`config.mk`:
```
export PLATFORM = sky130hd
export DESIGN_NAME = t1dl_top
export DESIGN_NICKNAME = d
export VERILOG_FILES = /design/src/t1dl_pkg.sv /design/src/t1dl_lof_mon.sv /design/src/t1dl_top.sv
export VERILOG_INCLUDE_DIRS = /design/src
export SDC_FILE = /design/constraint.sdc
export NUM_CORES = 1
export LEC_CHECK = 0
export BUFFER_PORTS_ARGS = -buffer_cell sky130_fd_sc_hd__buf_2
export CORE_MARGIN = 1.5
export CORE_UTILIZATION = 47
export CTS_BUF_LIST = sky130_fd_sc_hd__clkbuf_16
export DETAILED_ROUTE_END_ITERATION = 12
export GPL_TIMING_DRIVEN = 0
export PLACE_DENSITY = 0.85
export SKIP_CTS_REPAIR_TIMING = 1
export SYNTH_ARGS = -nofsm -noshare
export SYNTH_HDL_FRONTEND = slang
export SYNTH_SLANG_ARGS = --single-unit
```
`constraint.sdc`:
```
create_clock -name clk_sys_i -period 5.5 [get_ports clk_sys_i]
set_input_delay 0.825 -clock clk_sys_i [delete_from_list [all_inputs] [get_ports clk_sys_i]]
set_output_delay 0.825 -clock clk_sys_i [all_outputs]
set_load 0.005 [all_outputs]
```
`src/t1dl_regs.svh`:
```
`ifndef T1DL_REGS_SVH
`define T1DL_REGS_SVH

// ----------------------------------------------------------------
// register map (word index, byte address is index times four)
// ----------------------------------------------------------------
`define T1DL_ADR_W 14
`define T1DL_IDX_W 12
`define T1DL_IDX_LINK_SEL 12'h10a
`define T1DL_IDX_FRM_CTRL 12'h10b
`define T1DL_IDX_FRM_STAT 12'h110

// ----------------------------------------------------------------
// reset values and writable masks
// ----------------------------------------------------------------
`define T1DL_LINK_SEL_RST 8'h00
`define T1DL_LINK_SEL_MASK 8'h03
`define T1DL_FRM_CTRL_RST 8'h43
`define T1DL_RDAT_ZERO 32'h0000_0000
`define T1DL_BYTE_ZERO 24'h00_0000

// ----------------------------------------------------------------
// fields
// ----------------------------------------------------------------
`define T1DL_SRC_MSB 1
`define T1DL_SRC_LSB 0
`define T1DL_REFRAME_BIT 7
`define T1DL_CRC_BIT 6
`define T1DL_TOL_MSB 5
`define T1DL_TOL_LSB 3
`define T1DL_RNG_MSB 2
`define T1DL_RNG_LSB 0
`define T1DL_STAT_LOF_BIT 0
`define T1DL_STAT_INFRM_BIT 1
`define T1DL_STAT_CRCW_BIT 2

// ----------------------------------------------------------------
// source codes and loss-of-frame limits
// ----------------------------------------------------------------
`define T1DL_SRC_LAPD 2'b00
`define T1DL_SRC_SERIAL 2'b01
`define T1DL_SRC_OVERHEAD 2'b10
`define T1DL_SRC_ONES 2'b11
`define T1DL_LOF_ZERO 3'h0
`define T1DL_LOF_MIN 3'h1
`define T1DL_LAPD_NUM 3

`endif

```
`src/t1dl_pkg.sv`:
```
package t1dl_pkg;

  typedef enum logic [1:0] {
    T1DL_HUNT = 2'b00,
    T1DL_CRC_WAIT = 2'b01,
    T1DL_IN_FRAME = 2'b11
  } t1dl_sync_e;

  typedef struct packed {
    logic slot;
    logic lapd1_bit;
    logic slc96_bit;
    logic slc96_mode;
    logic serial_bit;
    logic overhead_bit;
    logic frame_bit;
  } t1dl_tx_in_s;

  typedef struct packed {
    logic fbit_valid;
    logic fbit_err;
    logic pattern_found;
    logic esf_mode;
    logic crc_valid;
    logic crc_ok;
  } t1dl_rx_in_s;

  typedef struct packed {
    logic reframe;
    logic crc_check_en;
    logic hunting;
    logic in_frame;
    logic lof;
  } t1dl_rx_out_s;

  typedef struct packed {
    logic [2:0] bits;
    logic [2:0] errs;
    logic hit;
  } t1dl_lof_s;

  typedef struct packed {
    logic [7:0] link_sel;
    logic [7:0] frm_ctrl;
    t1dl_sync_e sync;
    logic lof;
    logic reframe;
    logic ack;
    logic [31:0] rdat;
    logic tx_bit;
  } t1dl_state_s;

endpackage : t1dl_pkg

```
`src/t1dl_lof_mon.sv`:
```
`timescale 1ns/1ps
`default_nettype none
`include "t1dl_regs.svh"

module t1dl_lof_mon (
  input wire logic clk_sys_i,
  input wire logic rst_i,
  input wire logic run_i,
  input wire logic fbit_valid_i,
  input wire logic fbit_err_i,
  input wire logic [2:0] tol_i,
  input wire logic [2:0] rng_i,
  output logic hit_o
);
  import t1dl_pkg::*;

  // ----------------------------------------------------------------
  // zero fields are lifted to one so the monitor never stalls
  // ----------------------------------------------------------------
  function automatic logic [2:0] t1dl_unblock(input logic [2:0] v);
    t1dl_unblock = (v == `T1DL_LOF_ZERO) ? `T1DL_LOF_MIN : v;
  endfunction : t1dl_unblock

  t1dl_lof_s st_q;
  t1dl_lof_s st_d;
  logic [2:0] eff_tol;
  logic [2:0] eff_rng;
  logic [2:0] errs_nx;
  logic [2:0] bits_nx;

  assign eff_tol = t1dl_unblock(tol_i);
  assign eff_rng = t1dl_unblock(rng_i);

  always_comb begin
    st_d = st_q;
    st_d.hit = 1'b0;
    errs_nx = st_q.errs + 3'(fbit_err_i);
    bits_nx = st_q.bits + 3'h1;
    if (!run_i) begin
      st_d.bits = 3'h0;
      st_d.errs = 3'h0;
    end else if (fbit_valid_i) begin
      if (errs_nx >= eff_tol) begin
        st_d.hit = 1'b1;
        st_d.bits = 3'h0;
        st_d.errs = 3'h0;
      end else if (bits_nx >= eff_rng) begin
        // window closed without enough errors: start a fresh one
        st_d.bits = 3'h0;
        st_d.errs = 3'h0;
      end else begin
        st_d.bits = bits_nx;
        st_d.errs = errs_nx;
      end
    end
  end

  always_ff @(posedge clk_sys_i or posedge rst_i) begin
    if (rst_i) begin
      st_q <= '0;
    end else begin
      st_q <= st_d;
    end
  end

  assign hit_o = st_q.hit;
endmodule : t1dl_lof_mon
`default_nettype wire

```
`src/t1dl_top.sv`:
```
// The Wishbone register port was chosen for this implementation.
`timescale 1ns/1ps
`default_nettype none
`include "t1dl_regs.svh"

module t1dl_top (
  input wire logic clk_sys_i,
  input wire logic rst_i,
  // classic wishbone slave
  input wire logic wb_cyc_i,
  input wire logic wb_stb_i,
  input wire logic wb_we_i,
  input wire logic [`T1DL_ADR_W-1:0] wb_adr_i,
  input wire logic [3:0] wb_sel_i,
  input wire logic [31:0] wb_dat_i,
  output logic [31:0] wb_dat_o,
  output logic wb_ack_o,
  // transmit data link
  input wire t1dl_pkg::t1dl_tx_in_s tx_in_i,
  output logic tx_bit_o,
  output logic [`T1DL_LAPD_NUM-1:0] lapd_dl_rd_o,
  output logic [1:0] tx_link_source_sel_o,
  // receive framing control
  input wire t1dl_pkg::t1dl_rx_in_s rx_in_i,
  output t1dl_pkg::t1dl_rx_out_s rx_out_o
);
  import t1dl_pkg::*;

  // ----------------------------------------------------------------
  // helpers
  // ----------------------------------------------------------------
  function automatic logic t1dl_src_bit(input logic [1:0] sel, input t1dl_tx_in_s tin);
    t1dl_src_bit = 1'b1;
    unique case (sel)
      `T1DL_SRC_LAPD: t1dl_src_bit = tin.slc96_mode ? tin.slc96_bit : tin.lapd1_bit;
      `T1DL_SRC_SERIAL: t1dl_src_bit = tin.serial_bit;
      `T1DL_SRC_OVERHEAD: t1dl_src_bit = tin.overhead_bit;
      `T1DL_SRC_ONES: t1dl_src_bit = 1'b1;
    endcase
  endfunction : t1dl_src_bit

  function automatic logic t1dl_idx_is(input logic [`T1DL_ADR_W-1:0] adr,
                                       input logic [`T1DL_IDX_W-1:0] idx);
    t1dl_idx_is = (adr[`T1DL_ADR_W-1:2] == idx);
  endfunction : t1dl_idx_is

  // ----------------------------------------------------------------
  // state
  // ----------------------------------------------------------------
  t1dl_state_s st_q;
  t1dl_state_s st_d;
  logic bus_req;
  logic wr_lane0;
  logic wr_link;
  logic wr_frm;
  logic [7:0] wr_byte;
  logic reframe_rise;
  logic lof_hit;
  logic monitor_run;
  logic crc_en;
  logic enter_frame;
  logic [1:0] src_sel;
  logic [7:0] stat_byte;

  assign bus_req = wb_cyc_i && wb_stb_i && !st_q.ack;
  assign wr_lane0 = bus_req && wb_we_i && wb_sel_i[0];
  assign wr_link = wr_lane0 && t1dl_idx_is(wb_adr_i, `T1DL_IDX_LINK_SEL);
  assign wr_frm = wr_lane0 && t1dl_idx_is(wb_adr_i, `T1DL_IDX_FRM_CTRL);
  assign wr_byte = wb_dat_i[7:0];
  assign reframe_rise = wr_frm && wr_byte[`T1DL_REFRAME_BIT]
                        && !st_q.frm_ctrl[`T1DL_REFRAME_BIT];
  assign src_sel = st_q.link_sel[`T1DL_SRC_MSB:`T1DL_SRC_LSB];
  assign crc_en = st_q.frm_ctrl[`T1DL_CRC_BIT];
  // error counting only makes sense while aligned
  assign monitor_run = (st_q.sync == T1DL_IN_FRAME) && !st_q.reframe;

  always_comb begin
    stat_byte = 8'h00;
    stat_byte[`T1DL_STAT_LOF_BIT] = st_q.lof;
    stat_byte[`T1DL_STAT_INFRM_BIT] = (st_q.sync == T1DL_IN_FRAME);
    stat_byte[`T1DL_STAT_CRCW_BIT] = (st_q.sync == T1DL_CRC_WAIT);
  end

  // ----------------------------------------------------------------
  // loss-of-frame window monitor
  // ----------------------------------------------------------------
  t1dl_lof_mon u_t1dl_lof_mon (
    .clk_sys_i(clk_sys_i),
    .rst_i(rst_i),
    .run_i(monitor_run),
    .fbit_valid_i(rx_in_i.fbit_valid),
    .fbit_err_i(rx_in_i.fbit_err),
    .tol_i(st_q.frm_ctrl[`T1DL_TOL_MSB:`T1DL_TOL_LSB]),
    .rng_i(st_q.frm_ctrl[`T1DL_RNG_MSB:`T1DL_RNG_LSB]),
    .hit_o(lof_hit)
  );

  // ----------------------------------------------------------------
  // next state
  // ----------------------------------------------------------------
  always_comb begin
    st_d = st_q;
    st_d.ack = bus_req;
    st_d.reframe = reframe_rise;
    enter_frame = 1'b0;

    // bus read data is captured with a read ack and held until the next read
    if (bus_req && !wb_we_i) begin
      st_d.rdat = `T1DL_RDAT_ZERO;
      if (t1dl_idx_is(wb_adr_i, `T1DL_IDX_LINK_SEL)) begin
        st_d.rdat = {`T1DL_BYTE_ZERO, st_q.link_sel};
      end else if (t1dl_idx_is(wb_adr_i, `T1DL_IDX_FRM_CTRL)) begin
        st_d.rdat = {`T1DL_BYTE_ZERO, st_q.frm_ctrl};
      end else if (t1dl_idx_is(wb_adr_i, `T1DL_IDX_FRM_STAT)) begin
        st_d.rdat = {`T1DL_BYTE_ZERO, stat_byte};
      end
    end

    // transmit: only the data-link slot is replaced
    st_d.tx_bit = tx_in_i.slot ? t1dl_src_bit(src_sel, tx_in_i) : tx_in_i.frame_bit;

    // receive alignment
    if (st_q.reframe || lof_hit) begin
      st_d.sync = T1DL_HUNT;
    end else begin
      unique case (st_q.sync)
        T1DL_HUNT: begin
          if (rx_in_i.pattern_found) begin
            if (crc_en && rx_in_i.esf_mode) begin
              st_d.sync = T1DL_CRC_WAIT;
            end else begin
              st_d.sync = T1DL_IN_FRAME;
            end
          end
        end
        T1DL_CRC_WAIT: begin
          if (rx_in_i.crc_valid) begin
            st_d.sync = rx_in_i.crc_ok ? T1DL_IN_FRAME : T1DL_HUNT;
          end
        end
        T1DL_IN_FRAME: begin
          st_d.sync = T1DL_IN_FRAME;
        end
        default: begin
          st_d.sync = T1DL_HUNT;
        end
      endcase
    end
    enter_frame = (st_d.sync == T1DL_IN_FRAME) && (st_q.sync != T1DL_IN_FRAME);

    // loss of frame: a fresh hit wins over the clear on regained alignment
    if (lof_hit) begin
      st_d.lof = 1'b1;
    end else if (enter_frame) begin
      st_d.lof = 1'b0;
    end

    // reframe request self-clears on sync, a software set in the same cycle wins
    if (enter_frame) begin
      st_d.frm_ctrl[`T1DL_REFRAME_BIT] = 1'b0;
    end
    if (wr_frm) begin
      st_d.frm_ctrl = wr_byte;
    end
    if (wr_link) begin
      st_d.link_sel = wr_byte & `T1DL_LINK_SEL_MASK;
    end
  end

  always_ff @(posedge clk_sys_i or posedge rst_i) begin
    if (rst_i) begin
      st_q.link_sel <= `T1DL_LINK_SEL_RST;
      st_q.frm_ctrl <= `T1DL_FRM_CTRL_RST;
      st_q.sync <= T1DL_HUNT;
      st_q.lof <= 1'b0;
      st_q.reframe <= 1'b0;
      st_q.ack <= 1'b0;
      st_q.rdat <= `T1DL_RDAT_ZERO;
      st_q.tx_bit <= 1'b0;
    end else begin
      st_q <= st_d;
    end
  end

  // ----------------------------------------------------------------
  // outputs
  // ----------------------------------------------------------------
  assign wb_ack_o = st_q.ack;
  assign wb_dat_o = st_q.rdat;
  assign tx_bit_o = st_q.tx_bit;
  assign tx_link_source_sel_o = src_sel;

  // the other controllers have no path into the data link at all
  genvar gi;
  generate
    for (gi = 0; gi < `T1DL_LAPD_NUM; gi++) begin : g_lapd
      if (gi == 0) begin : g_first
        assign lapd_dl_rd_o[gi] = tx_in_i.slot && (src_sel == `T1DL_SRC_LAPD)
                                  && !tx_in_i.slc96_mode;
      end else begin : g_other
        assign lapd_dl_rd_o[gi] = 1'b0;
      end
    end
  endgenerate

  assign rx_out_o.reframe = st_q.reframe;
  assign rx_out_o.crc_check_en = crc_en;
  assign rx_out_o.hunting = (st_q.sync == T1DL_HUNT);
  assign rx_out_o.in_frame = (st_q.sync == T1DL_IN_FRAME);
  assign rx_out_o.lof = st_q.lof;
endmodule : t1dl_top
`default_nettype wire

```
# Word-level counts from Yosys, hierarchy flattened
# Index checks and enable logic that the tools add are counted.
dict set report word_totals {
  ram_bits 0
  regBits 55
  out_inout_bits 44
  word_cells 76
  mem_bits_ro 0
  latch_bits 0
  input_bits 68
  n_memories 0
}
dict set report op_classes {
  n_div 0
  add_sub_neg 2
  mux 23
  bitwise 0
  order_cmp 2
  shifts 0
  mul 0
  n_reduce_logical 26
  eq_ne 11
}
# op count
set ops {}
lappend ops {{equality test 12 x 9 -> 1 bit, second input constant} 3}
lappend ops {{2-to-1 mux 8 bit} 3}
lappend ops {{2-to-1 mux 6 bit} 3}
lappend ops {{logical AND 1 bit} 14}
lappend ops {{2-to-1 mux 2 bit} 5}
lappend ops {{2-to-1 mux 3 bit} 3}
lappend ops {{equality test 2 bit, second input constant} 4}
lappend ops {{2-to-1 mux 7 bit} 1}
lappend ops {{>= comparator 3 bit} 2}
lappend ops {{logical NOT 3 bit} 2}
lappend ops {{2-to-1 mux 1 bit} 6}
lappend ops {{one-hot mux 2 bit (3 select lines)} 1}
lappend ops {{logical NOT 1 bit} 5}
lappend ops {{equality test 2 x 1 -> 1 bit, second input constant} 2}
lappend ops {{logical NOT 2 bit} 2}
lappend ops {{!= test 2 bit, second input constant} 2}
lappend ops {{one-hot mux 1 bit (4 select lines)} 1}
lappend ops {{nonzero test 2 bit} 2}
lappend ops {{adder 3 x 1 -> 3 bit} 1}
lappend ops {{adder 3 x 1 -> 3 bit, second input constant} 1}
lappend ops {{logical OR 1 bit} 1}

# Longest topological paths before layout
# Gate-level depths: netlist of run 1.
dict set report logic_depth {
  depth_word 9
  depth_mapped 8
  ltp_nobuf 8
}

# Cells and area by module
# From an unflattened synthesis of run 1, not the netlist that was laid out.
dict set report unflattened {
  hier_cells 202
  hier_area_um2 2072.0
}
# module seq_area_each_um2 instances cells_per_inst area_per_inst_um2
set modules_own_cells {}
lappend modules_own_cells {t1dl_top 604.3 1 141 1491.4}
lappend modules_own_cells {t1dl_lof_mon 175.2 1 61 580.6}

# Worst setup path before layout of run 1
# Ideal clock, no wire load.
dict set report synth_timing {
  kind {input to register}
  from {input port rx_in_i[4] (netlist bit)}
  to {register u_t1dl_lof_mon.st_q[6] (netlist bit)}
  required_ps 5374
  stages 8
  path_slack_ps 2970
  path_buffers 0
  t_arrival_ps 2404
  setup_time_ps 126
  path_cell_list {ha_1 -> ha_1 -> xor2_1 -> ha_1 -> nand2_1 -> o21ai_0 -> nor2_1 -> a221o_1}
}
dict set report synth_between {
  elab_chain_len 5
}
# item line_no
set synth_lines {}
lappend synth_lines {{start, declared} t1dl_top.sv:24} ;# input wire t1dl_pkg::t1dl_rx_in_s rx_in_i,
lappend synth_lines {{adder 3 x 1 -> 3 bit} t1dl_lof_mon.sv:37} ;# errs_nx = st_q.errs + 3'(fbit_err_i);
lappend synth_lines {{>= comparator 3 bit} t1dl_lof_mon.sv:43} ;# if (errs_nx >= eff_tol) begin
lappend synth_lines {{2-to-1 mux 6 bit} t1dl_lof_mon.sv:43}
lappend synth_lines {{2-to-1 mux 7 bit} t1dl_lof_mon.sv:42} ;# end else if (fbit_valid_i) begin
lappend synth_lines {{2-to-1 mux 6 bit} t1dl_lof_mon.sv:39} ;# if (!run_i) begin
lappend synth_lines {{end signal, assigned} t1dl_lof_mon.sv:62} ;# st_q <= st_d;
lappend synth_lines {{end, declared} t1dl_lof_mon.sv:24} ;# t1dl_lof_s st_q;
# No other way between the ends. The select of a mux whose other input is x is not followed.
# A chain may end at the register's enable or synchronous reset.

# Worst setup path after layout of run 1
dict set report layout_timing {
  from {input port rx_in_i[4] (netlist bit)}
  to {register u_t1dl_lof_mon.st_q[3] (netlist bit)}
}
dict set report layout_between {
  elab_chain_len 5
  word_cells_on_any_way 6
  cone_classes {add/sub (1); order compare (1); mux (4)}
}
# item line_no
set layout_lines {}
lappend layout_lines {{adder 3 x 1 -> 3 bit *} t1dl_lof_mon.sv:37}
lappend layout_lines {{>= comparator 3 bit / 2-to-1 mux 6 bit (equally long branches)} {t1dl_lof_mon.sv:43, t1dl_lof_mon.sv:47}}
lappend layout_lines {{2-to-1 mux 6 bit *} t1dl_lof_mon.sv:43}
lappend layout_lines {{2-to-1 mux 7 bit *} t1dl_lof_mon.sv:42}
lappend layout_lines {{2-to-1 mux 6 bit *} t1dl_lof_mon.sv:39}
# Mark *: on every way between the ends. The rest lies on a longest branch, timed or not. The select of a mux whose other input is x is not followed.

==> results of run 1 <==
## flip-flops by register name, indices dropped and copies added (netlist names)
signal / cells
u_t1dl_lof_mon.st_q: 6
u_t1dl_lof_mon.hit_o: 1
tx_link_source_sel_o: 2
wb_dat_o: 8
st_q: 9
tx_bit_o: 1
rx_out_o: 3
wb_ack_o: 1
## where the power goes
part           internal (mW)  switching, mW
logic                 0.0577         0.0500
clock network          0.163         0.0902
registers              0.241         0.0180
total                  0.462          0.158
## per-layer routing
layer	global-route usage [%]	up-vias	part of all wire, %
li1	-	763	-
met1	20.28	702	41
met2	31.31	51	51
met3	4.333	7	6.4
met4	8.418	0	1.3
met5	0	-	0
## worst max path at each step
stage,start,to,slack [ps],cells after the start
5_1_grt,rx_in_i[4],u_t1dl_lof_mon.st_q[3],2770,9
4_1_cts,rx_in_i[4],u_t1dl_lof_mon.st_q[3],2920,9
6_report,rx_in_i[4],u_t1dl_lof_mon.st_q[3],2930,9
3_5_place_dp,rx_in_i[4],u_t1dl_lof_mon.st_q[3],2640,9
2_1_floorplan,rx_in_i[4],u_t1dl_lof_mon.st_q[6],2970,8
3_3_place_gp,rx_in_i[4],u_t1dl_lof_mon.st_q[3],2660,9
## cells by family (layout without fill, tap and decap cells)
group | count (synthesis) | in the layout | share of synthesized area [%]
other cells | 1 | 26 | 0.1936
compound gates | 32 | 32 | 12.66
simple gates | 47 | 47 | 16.09
mux | 12 | 12 | 7.235
xor+xnor | 2 | 2 | 0.9046
buf+inv | 48 | 113 | 16.86
flops | 31 | 31 | 40.25
fa+ha+maj | 9 | 9 | 5.814
## layout make-up
class	instances	area (µm²)	share of cell area, %
tap	50	62.56	2.464
inverter	8	30.03	1.183
timing repair buffer	57	307.8	12.12
sequential	31	779.5	30.70
clock inverter	3	12.51	0.4929
buffer	40	296.5	11.68
clock buffer	5	125.1	4.929
multi-input combinational	128	924.6	36.42
## cell usage after synthesis, drive strengths merged, types with 2 or more instances
library cell	n	area (µm²)
mux2	10	120.1
nor3	4	31.28
ha	9	112.6
a21o	2	15.01
dfrtp	28	700.7
nor4	2	18.77
nor4b	4	41.29
and3b	2	17.52
nand2b	5	31.28
nor3b	3	27.52
nor2b	5	31.28
xor2	2	17.52
buf	39	292.8
a21oi	2	10.01
a22oi	3	22.52
o31ai	2	15.01
nand2	11	43.80
a221o	2	20.02
inv	8	30.03
dfstp	3	78.83
mux2i	2	20.02
nor2	5	18.77
o21ai	4	20.02
a22o	9	78.83
o21bai	2	15.01
## worst register-to-register path, stage by stage (launching register included)
cell,delay (ps)
dfrtp_1,370
ha_1,180
ha_1,210
xor2_1,170
ha_1,300
nand2_1,50
o21ai_0,340
nor2_1,200
a221o_1,330
## through the flow
step / hold slack [ps] / cell area [µm²] / std cells / utilization [%] / setup slack [ps]
after floorplan: 428.8 / 2031 / 207 / - / 2970
after global placement: 448.3 / 2374 / 313 / 59.77 / 2664
after detailed placement: 456.0 / 2374 / 313 / 59.77 / 2643
after CTS: 462.3 / 2511 / 321 / 63.23 / 2918
after global routing: 486.9 / 2539 / 322 / 63.93 / 2767
final: 462.5 / 2539 / 322 / 63.93 / 2928
==> flow_metrics.tcl, run 1 <==
set metrics [dict create \
    status "complete, no violations" \
    synth_seq_cells 31 \
    vias 1523 \
    r2r_end "u_t1dl_lof_mon.st_q[3]" \
    gp_congestion 0.8371 \
    drc 0 \
    initial_utilization_pct 48.77 \
    numCtsBuffers 5 \
    r2r-start "u_t1dl_lof_mon.st_q[1]" \
    drt_pass1_iterations 4 \
    worst_setup_path_start_kind "input pin" \
    leakagePower_nw 1.407 \
    antenna_found_initial 0 \
    clock_latency_ps 270 \
    gr-total-overflow 0 \
    finClkSkew_ps 3.566 \
    setup_viol 0 \
    cp.arrival_ps 2720 \
    cp.buffers_inverters 1 \
    fmax_ghz 0.3889 \
    cts.sinks 31 \
    hold_viol 0 \
    io_pins 112 \
    crit_chain "buf_2 > ha_1 > ha_1 > xor2_1 > ha_1 > nand2_1 > o21ai_0 > nor2_1 > a221o_1" \
    die_w_um 67.20 \
    power.density_mw_per_mm2 244.2 \
    max_slew_margin_pct 53.72 \
    post-dp-hpwl_um 2950 \
    grt_first_pass_wirelength_um 5858 \
    area_growth_pct 31.07 \
    fp.dieH_um 67.20 \
    antenna_left 0 \
    async_reset_ff_share_pct 100.0 \
    dieArea_mm2 0.004515 \
    worst_path_dominant_cell_family "adder cells" \
    fillCellCount 339 \
    crit_path_top_delay_cell "o21ai_0" \
    design_power_total_uw 619.9 \
    synth_edf_count 0 \
    layout_common_cells "buf_2 (56), buf_4 (39), dfrtp_1 (28)" \
    tns_ps 0 \
    yosysUniqueCellTypes 45 \
    coreArea_mm2 0.003971 \
    cts-root-buf "clkbuf_16" \
    syn-cell-area_mm2 0.001937 \
    wire_per_inst_um 11.89 \
    yosys_warnings 0 \
    layout-drive-gt1-share_pct 44.49 \
    reg2reg_slack_ps 3210 \
    totalWireLength_um 3829 \
    clk_pin_slew_ps 50 \
    drv_slew 0 \
    path_common_cell "ha_1" \
    tightest_slew_ps 688.9 \
    rsz0062_at_grt "no" \
    synthCells 182 \
    cp.required_ps 5650 \
    synth-main-ff-cell "dfrtp_1" \
    worst_hold_path_type "reg -> reg" \
    max-vdd-ir-drop_mv 0.1932 \
    nets 348 \
    cts.htree.levels 2 \
    grt_pass1_vias 1316 \
    cpPeakStageDelay_ps 340 \
    min_path_cells 1 \
    n_antenna_cell 0 \
    critPathKind "in -> reg" \
    port_buffers 56 \
    syn_area_per_cell_um2 10.64 \
    holdPathEnd "rx_out_o[4]" \
    r2r_cells 8 \
    drt_iter0_drc 46 \
    grt_usage_pct 17.82 \
    ys_seq_area_share_pct 40.25 \
    crit_path_end_kind "flip-flop" \
    cts_tree "yes" \
    hp-start "st_q[45]" \
    grt_max_degree 32 \
    layout_min_cycle_time_ps 2572 \
    period_share_pct 46.76 \
    final_common_cell "buf_2" \
    std_cell_rows 23 \
    cts.path.max_buffers 2 \
    drv_cap 0 \
    crit_fanout 6 \
    avgViaCountPerCell 4.730 \
]
Power figures use the tool's default switching activity.
==> run 2: changes to the inputs <==
--- a/config.mk
+++ b/config.mk
@@ -8,11 +8,11 @@
 export LEC_CHECK = 0
 export BUFFER_PORTS_ARGS = -buffer_cell sky130_fd_sc_hd__buf_2
 export CORE_MARGIN = 1.5
-export CORE_UTILIZATION = 47
+export CORE_UTILIZATION = 44
 export CTS_BUF_LIST = sky130_fd_sc_hd__clkbuf_16
 export DETAILED_ROUTE_END_ITERATION = 12
 export GPL_TIMING_DRIVEN = 0
-export PLACE_DENSITY = 0.85
+export PLACE_DENSITY = 0.8
 export SKIP_CTS_REPAIR_TIMING = 1
 export SYNTH_ARGS = -nofsm -noshare
 export SYNTH_HDL_FRONTEND = slang
==> constraint.sdc (replaced) <==
create_clock -name clk_sys_i -period 2.5 [get_ports clk_sys_i]
set_input_delay 0.375 -clock clk_sys_i [delete_from_list [all_inputs] [get_ports clk_sys_i]]
set_output_delay 0.375 -clock clk_sys_i [all_outputs]
set_load 0.005 [all_outputs]
==> flow_metrics.tcl, run 2 (synthesis results as in run 1) <==
set metrics [dict create \
    holdPathEnd "tx_bit_o" \
    fillCellCount 356 \
    r2r_end "u_t1dl_lof_mon.st_q[3]" \
    std_cell_rows 23 \
    clock_latency_ps 270 \
    max-vdd-ir-drop_mv 0.3360 \
    worst_hold_path_type "in -> reg" \
    port_buffers 56 \
    grt_max_degree 32 \
    max_slew_margin_pct 21.51 \
    coreArea_mm2 0.004115 \
    numCtsBuffers 5 \
    antenna_left 0 \
    crit_chain "ha_1 > ha_1 > or3b_1 > a211o_1 > nor2_1 > a221o_1" \
    drc 0 \
    clk_pin_slew_ps 50 \
    r2r-start "u_t1dl_lof_mon.st_q[4]" \
    dpl_cell_area_mm2 0.002374 \
    top_register "st_q" \
    power.density_mw_per_mm2 541.6 \
    io_pins 112 \
    crit_fanout 6 \
    vias 1537 \
    worst_path_dominant_cell_family "simple AND/OR/NAND/NOR gates" \
    grt_usage_pct 16.85 \
    dieArea_mm2 0.004809 \
    path_common_cell "ha_1" \
    area_growth_pct 29.59 \
    layout_min_cycle_time_ps 2239 \
    avgViaCountPerCell 4.788 \
    cts_tree "yes" \
    crit_path_end_kind "flip-flop" \
    r2r_cells 6 \
    hold_ws_ps 320.2 \
    wire_per_inst_um 12.06 \
    critPathKind "reg -> reg" \
    final_area_mm2 0.002510 \
    antenna_found_initial 0 \
    largest_reg_flops 9 \
    status "complete, no violations" \
    leakagePower_nw 1.392 \
    hold_viol 0 \
    gr-total-overflow 0 \
    cp.required_ps 2710 \
    grt_pass1_vias 1456 \
    gp_congestion 0.7787 \
    die_w_um 69.35 \
    drv_slew 0 \
    totalWireLength_um 3870 \
    cts.path.max_buffers 2 \
    fp.dieH_um 69.35 \
    tightest_slew_ps 1176 \
    cp.arrival_ps 2450 \
    n_antenna_cell 0 \
    cts.sinks 31 \
    worst_setup_path_start_kind "flip-flop" \
    layout-drive-gt1-share_pct 43.91 \
    tns_ps 0 \
    hp-start "tx_in_i[6]" \
    period_share_pct 89.56 \
    drv_cap 0 \
    drt_pass1_iterations 4 \
    post-dp-hpwl_um 3049 \
    rsz0062_at_grt "no" \
    min_path_cells 2 \
    fmax_ghz 0.4466 \
    crit_path_top_delay_cell "dfrtp_1" \
    reg2reg_slack_ps 260 \
    cpPeakStageDelay_ps 410 \
    layout_common_cells "buf_2 (56), buf_4 (39), dfrtp_1 (28)" \
    drt_iter0_drc 81 \
    setup_viol 0 \
    finClkSkew_ps 2.369 \
    place_ws_ps 46.94 \
    cp.buffers_inverters 0 \
    setup_slack_ps 260.9 \
    grt_first_pass_wirelength_um 6499 \
    initial_utilization_pct 47.07 \
    cts-root-buf "clkbuf_16" \
    final_util_pct 60.99 \
    cts.htree.levels 2 \
    nets 347 \
    final_common_cell "buf_2" \
]
## run 2: how the worst max path moves through the flow
stage	slack (ps)	startpoint	end	cells past startpoint
final	260	u_t1dl_lof_mon.st_q[4]	u_t1dl_lof_mon.st_q[3]	6
after global routing	130	u_t1dl_lof_mon.st_q[4]	u_t1dl_lof_mon.st_q[3]	6
after CTS	160	u_t1dl_lof_mon.st_q[1]	u_t1dl_lof_mon.st_q[3]	8
after detailed placement	50	rx_in_i[4]	u_t1dl_lof_mon.st_q[3]	9
after global placement	100	rx_in_i[4]	u_t1dl_lof_mon.st_q[3]	9
after floorplan	420	rx_in_i[4]	u_t1dl_lof_mon.st_q[6]	8
## run 2: cell type report
type,instances,area [µm²],area share [%]
Inverter,8,30.03,1.196
Tap cell,50,62.56,2.493
Buffer,40,296.5,11.81
Clock inverter,3,11.26,0.4487
Clock buffer,5,125.1,4.985
Timing Repair Buffer,56,280.3,11.17
Sequential cell,31,779.5,31.06
Multi-Input combinational cell,128,924.6,36.84
## run 2: metal layers
| metal | vias to the layer above | track usage (%) | share of wire [%] |
|---|---|---|---|
| met5 | - | 0 | 0 |
| met4 | 0 | 6.536 | 1.5 |
| met3 | 7 | 6.831 | 11 |
| met2 | 81 | 26.50 | 48 |
| met1 | 690 | 20.63 | 39 |
| li1 | 759 | - | - |
## run 2: report_power, final
part           switching, mW  internal, mW  leakage [nW]  total [mW]
clock                  0.198         0.357        0.0701       0.555
sequential            0.0376         0.530         0.415       0.568
combinational          0.113         0.123         0.908       0.236
total                  0.349          1.01          1.39        1.36
## run 2: stage by stage
step	total power, mW	std cells
after global routing	1.432	321
after detailed placement	0.8102	313
after global placement	0.8017	313
after CTS	1.373	321
after floorplan	0.7164	207
final	1.359	321
==> run 3: changes to the inputs <==
--- a/config.mk
+++ b/config.mk
@@ -7,6 +7,7 @@
 export NUM_CORES = 1
 export LEC_CHECK = 0
 export BUFFER_PORTS_ARGS = -buffer_cell sky130_fd_sc_hd__buf_2
+export CORE_ASPECT_RATIO = 1.2
 export CORE_MARGIN = 1.5
 export CORE_UTILIZATION = 44
 export CTS_BUF_LIST = sky130_fd_sc_hd__clkbuf_16
==> flow_metrics.tcl, run 3 (synthesis results as in run 1) <==
set metrics [dict create \
    max_slew_margin_pct 24.06 \
    antenna_left 0 \
    drv_slew 0 \
    hp-start "tx_in_i[6]" \
    port_buffers 56 \
    r2r_cells 8 \
    cts.sinks 31 \
    power.density_mw_per_mm2 579.2 \
    totalWireLength_um 3810 \
    final_util_pct 60.18 \
    std_cell_rows 26 \
    io_pins 112 \
    grt_max_degree 32 \
    layout-drive-gt1-share_pct 44.65 \
    final_common_cell "buf_2" \
    hold_viol 0 \
    grt_pass1_vias 1414 \
    largest_reg_flops 9 \
    layout_min_cycle_time_ps 2273 \
    max-vdd-ir-drop_mv 0.2724 \
    coreArea_mm2 0.004229 \
    die_w_um 63.57 \
    vias 1522 \
    finClkSkew_ps 4.123 \
    r2r-start "u_t1dl_lof_mon.st_q[1]" \
    numCtsBuffers 5 \
    drv_cap 0 \
    grt_usage_pct 17.42 \
    initial_utilization_pct 45.80 \
    wire_per_inst_um 11.65 \
    startpoint "u_t1dl_lof_mon.st_q[1]" \
    cts.htree.levels 2 \
    cts.path.max_buffers 2 \
    r2r_end "u_t1dl_lof_mon.st_q[6]" \
    n_antenna_cell 0 \
    worst_hold_path_type "in -> reg" \
    clk_pin_slew_ps 50 \
    fmax_ghz 0.4399 \
    post-dp-hpwl_um 2963 \
    multi_input_area_um2 924.6 \
    avgViaCountPerCell 4.654 \
    leakagePower_nw 1.403 \
    holdPathEnd "tx_bit_o" \
    rsz0062_at_grt "no" \
    clock_latency_ps 270 \
    tns_ps 0 \
    drc 0 \
    crit_path_end_kind "flip-flop" \
    drt_iter0_drc 44 \
    gr-total-overflow 0 \
    reg2reg_slack_ps 230 \
    fillCellCount 368 \
    cp.required_ps 2650 \
    min_path_cells 2 \
    cts-root-buf "clkbuf_16" \
    nets 347 \
    grt_first_pass_wirelength_um 6368 \
    gp_congestion 0.8140 \
    worst_setup_path_start_kind "flip-flop" \
    fp.dieH_um 75.68 \
    setup_viol 0 \
    layout_common_cells "buf_2 (56), buf_4 (39), dfrtp_1 (28)" \
    design_power_total_mw 1.474 \
    cts_tree "yes" \
    crit_fanout 6 \
    regArea_um2 779.5 \
    critPathKind "reg -> reg" \
    period_share_pct 90.94 \
    top_register "st_q" \
    antenna_found_initial 0 \
    dpl_cell_area_mm2 0.002381 \
    area_growth_pct 31.40 \
    drt_pass1_iterations 4 \
    cp.arrival_ps 2430 \
    final_area_mm2 0.002545 \
    status "complete, no violations" \
    dieArea_mm2 0.004811 \
    tightest_slew_ps 1138 \
]
[run 3: cell types whose count changed in the layout (fill, tap and decap cells not counted)]
cell / before / now
o21ai_0: 3 / 4
bufinv_16: 0 / 1
inv_1: 9 / 8
clkinv_1: 2 / 1
clkinv_2: 0 / 1
o21ai_1: 1 / 0
[run 3: worst max-delay path, stage by stage (launching register included)]
cell     delay (ps)
dfrtp_1         370
ha_1            180
ha_1            210
xor2_1          170
ha_1            300
nand2_1          50
o21ai_0         340
nor2_1          200
a221o_1         330
[run 3: layer usage]
metal  vias up  wire [µm]  global-route usage [%]
met5         -          0                       0
met4         0         88                   7.246
met3         8        272                   6.056
met2        48       1929                   31.35
met1       707       1519                   19.01
li1        759          -                       -
[run 3: final cells by class]
cell class	count	share of cell area (%)
Multi-Input combinational cell	128	36.33
Sequential cell	31	30.63
Buffer	40	11.65
Timing Repair Buffer	56	11.01
Clock buffer	5	4.916
Tap cell	56	2.753
Clock inverter	3	1.524
Inverter	8	1.180
[run 3: per-stage QoR]
stage               setup WS (ps)  instances  hold slack (ps)
CTS                         209.5        327            317.9
global route                3.188        327            327.6
floorplan                   419.6        207            428.8
detailed placement          93.41        319            453.1
finish                      226.5        327            323.9
global placement            127.2        319            448.1
[run 3: worst max-delay path by stage]
stage	end	slack, ps	cells after the start
final	u_t1dl_lof_mon.st_q[6]	230	8
after global routing	u_t1dl_lof_mon.st_q[6]	3	8
after CTS	u_t1dl_lof_mon.st_q[6]	210	8
after detailed placement	u_t1dl_lof_mon.st_q[6]	90	9
after global placement	u_t1dl_lof_mon.st_q[6]	130	9
after floorplan	u_t1dl_lof_mon.st_q[6]	420	8
[run 3: where the power goes]
group / internal (mW) / switching (mW) / total, mW
clock network: 0.463 / 0.203 / 0.666
registers: 0.530 / 0.0392 / 0.569
logic: 0.123 / 0.116 / 0.238
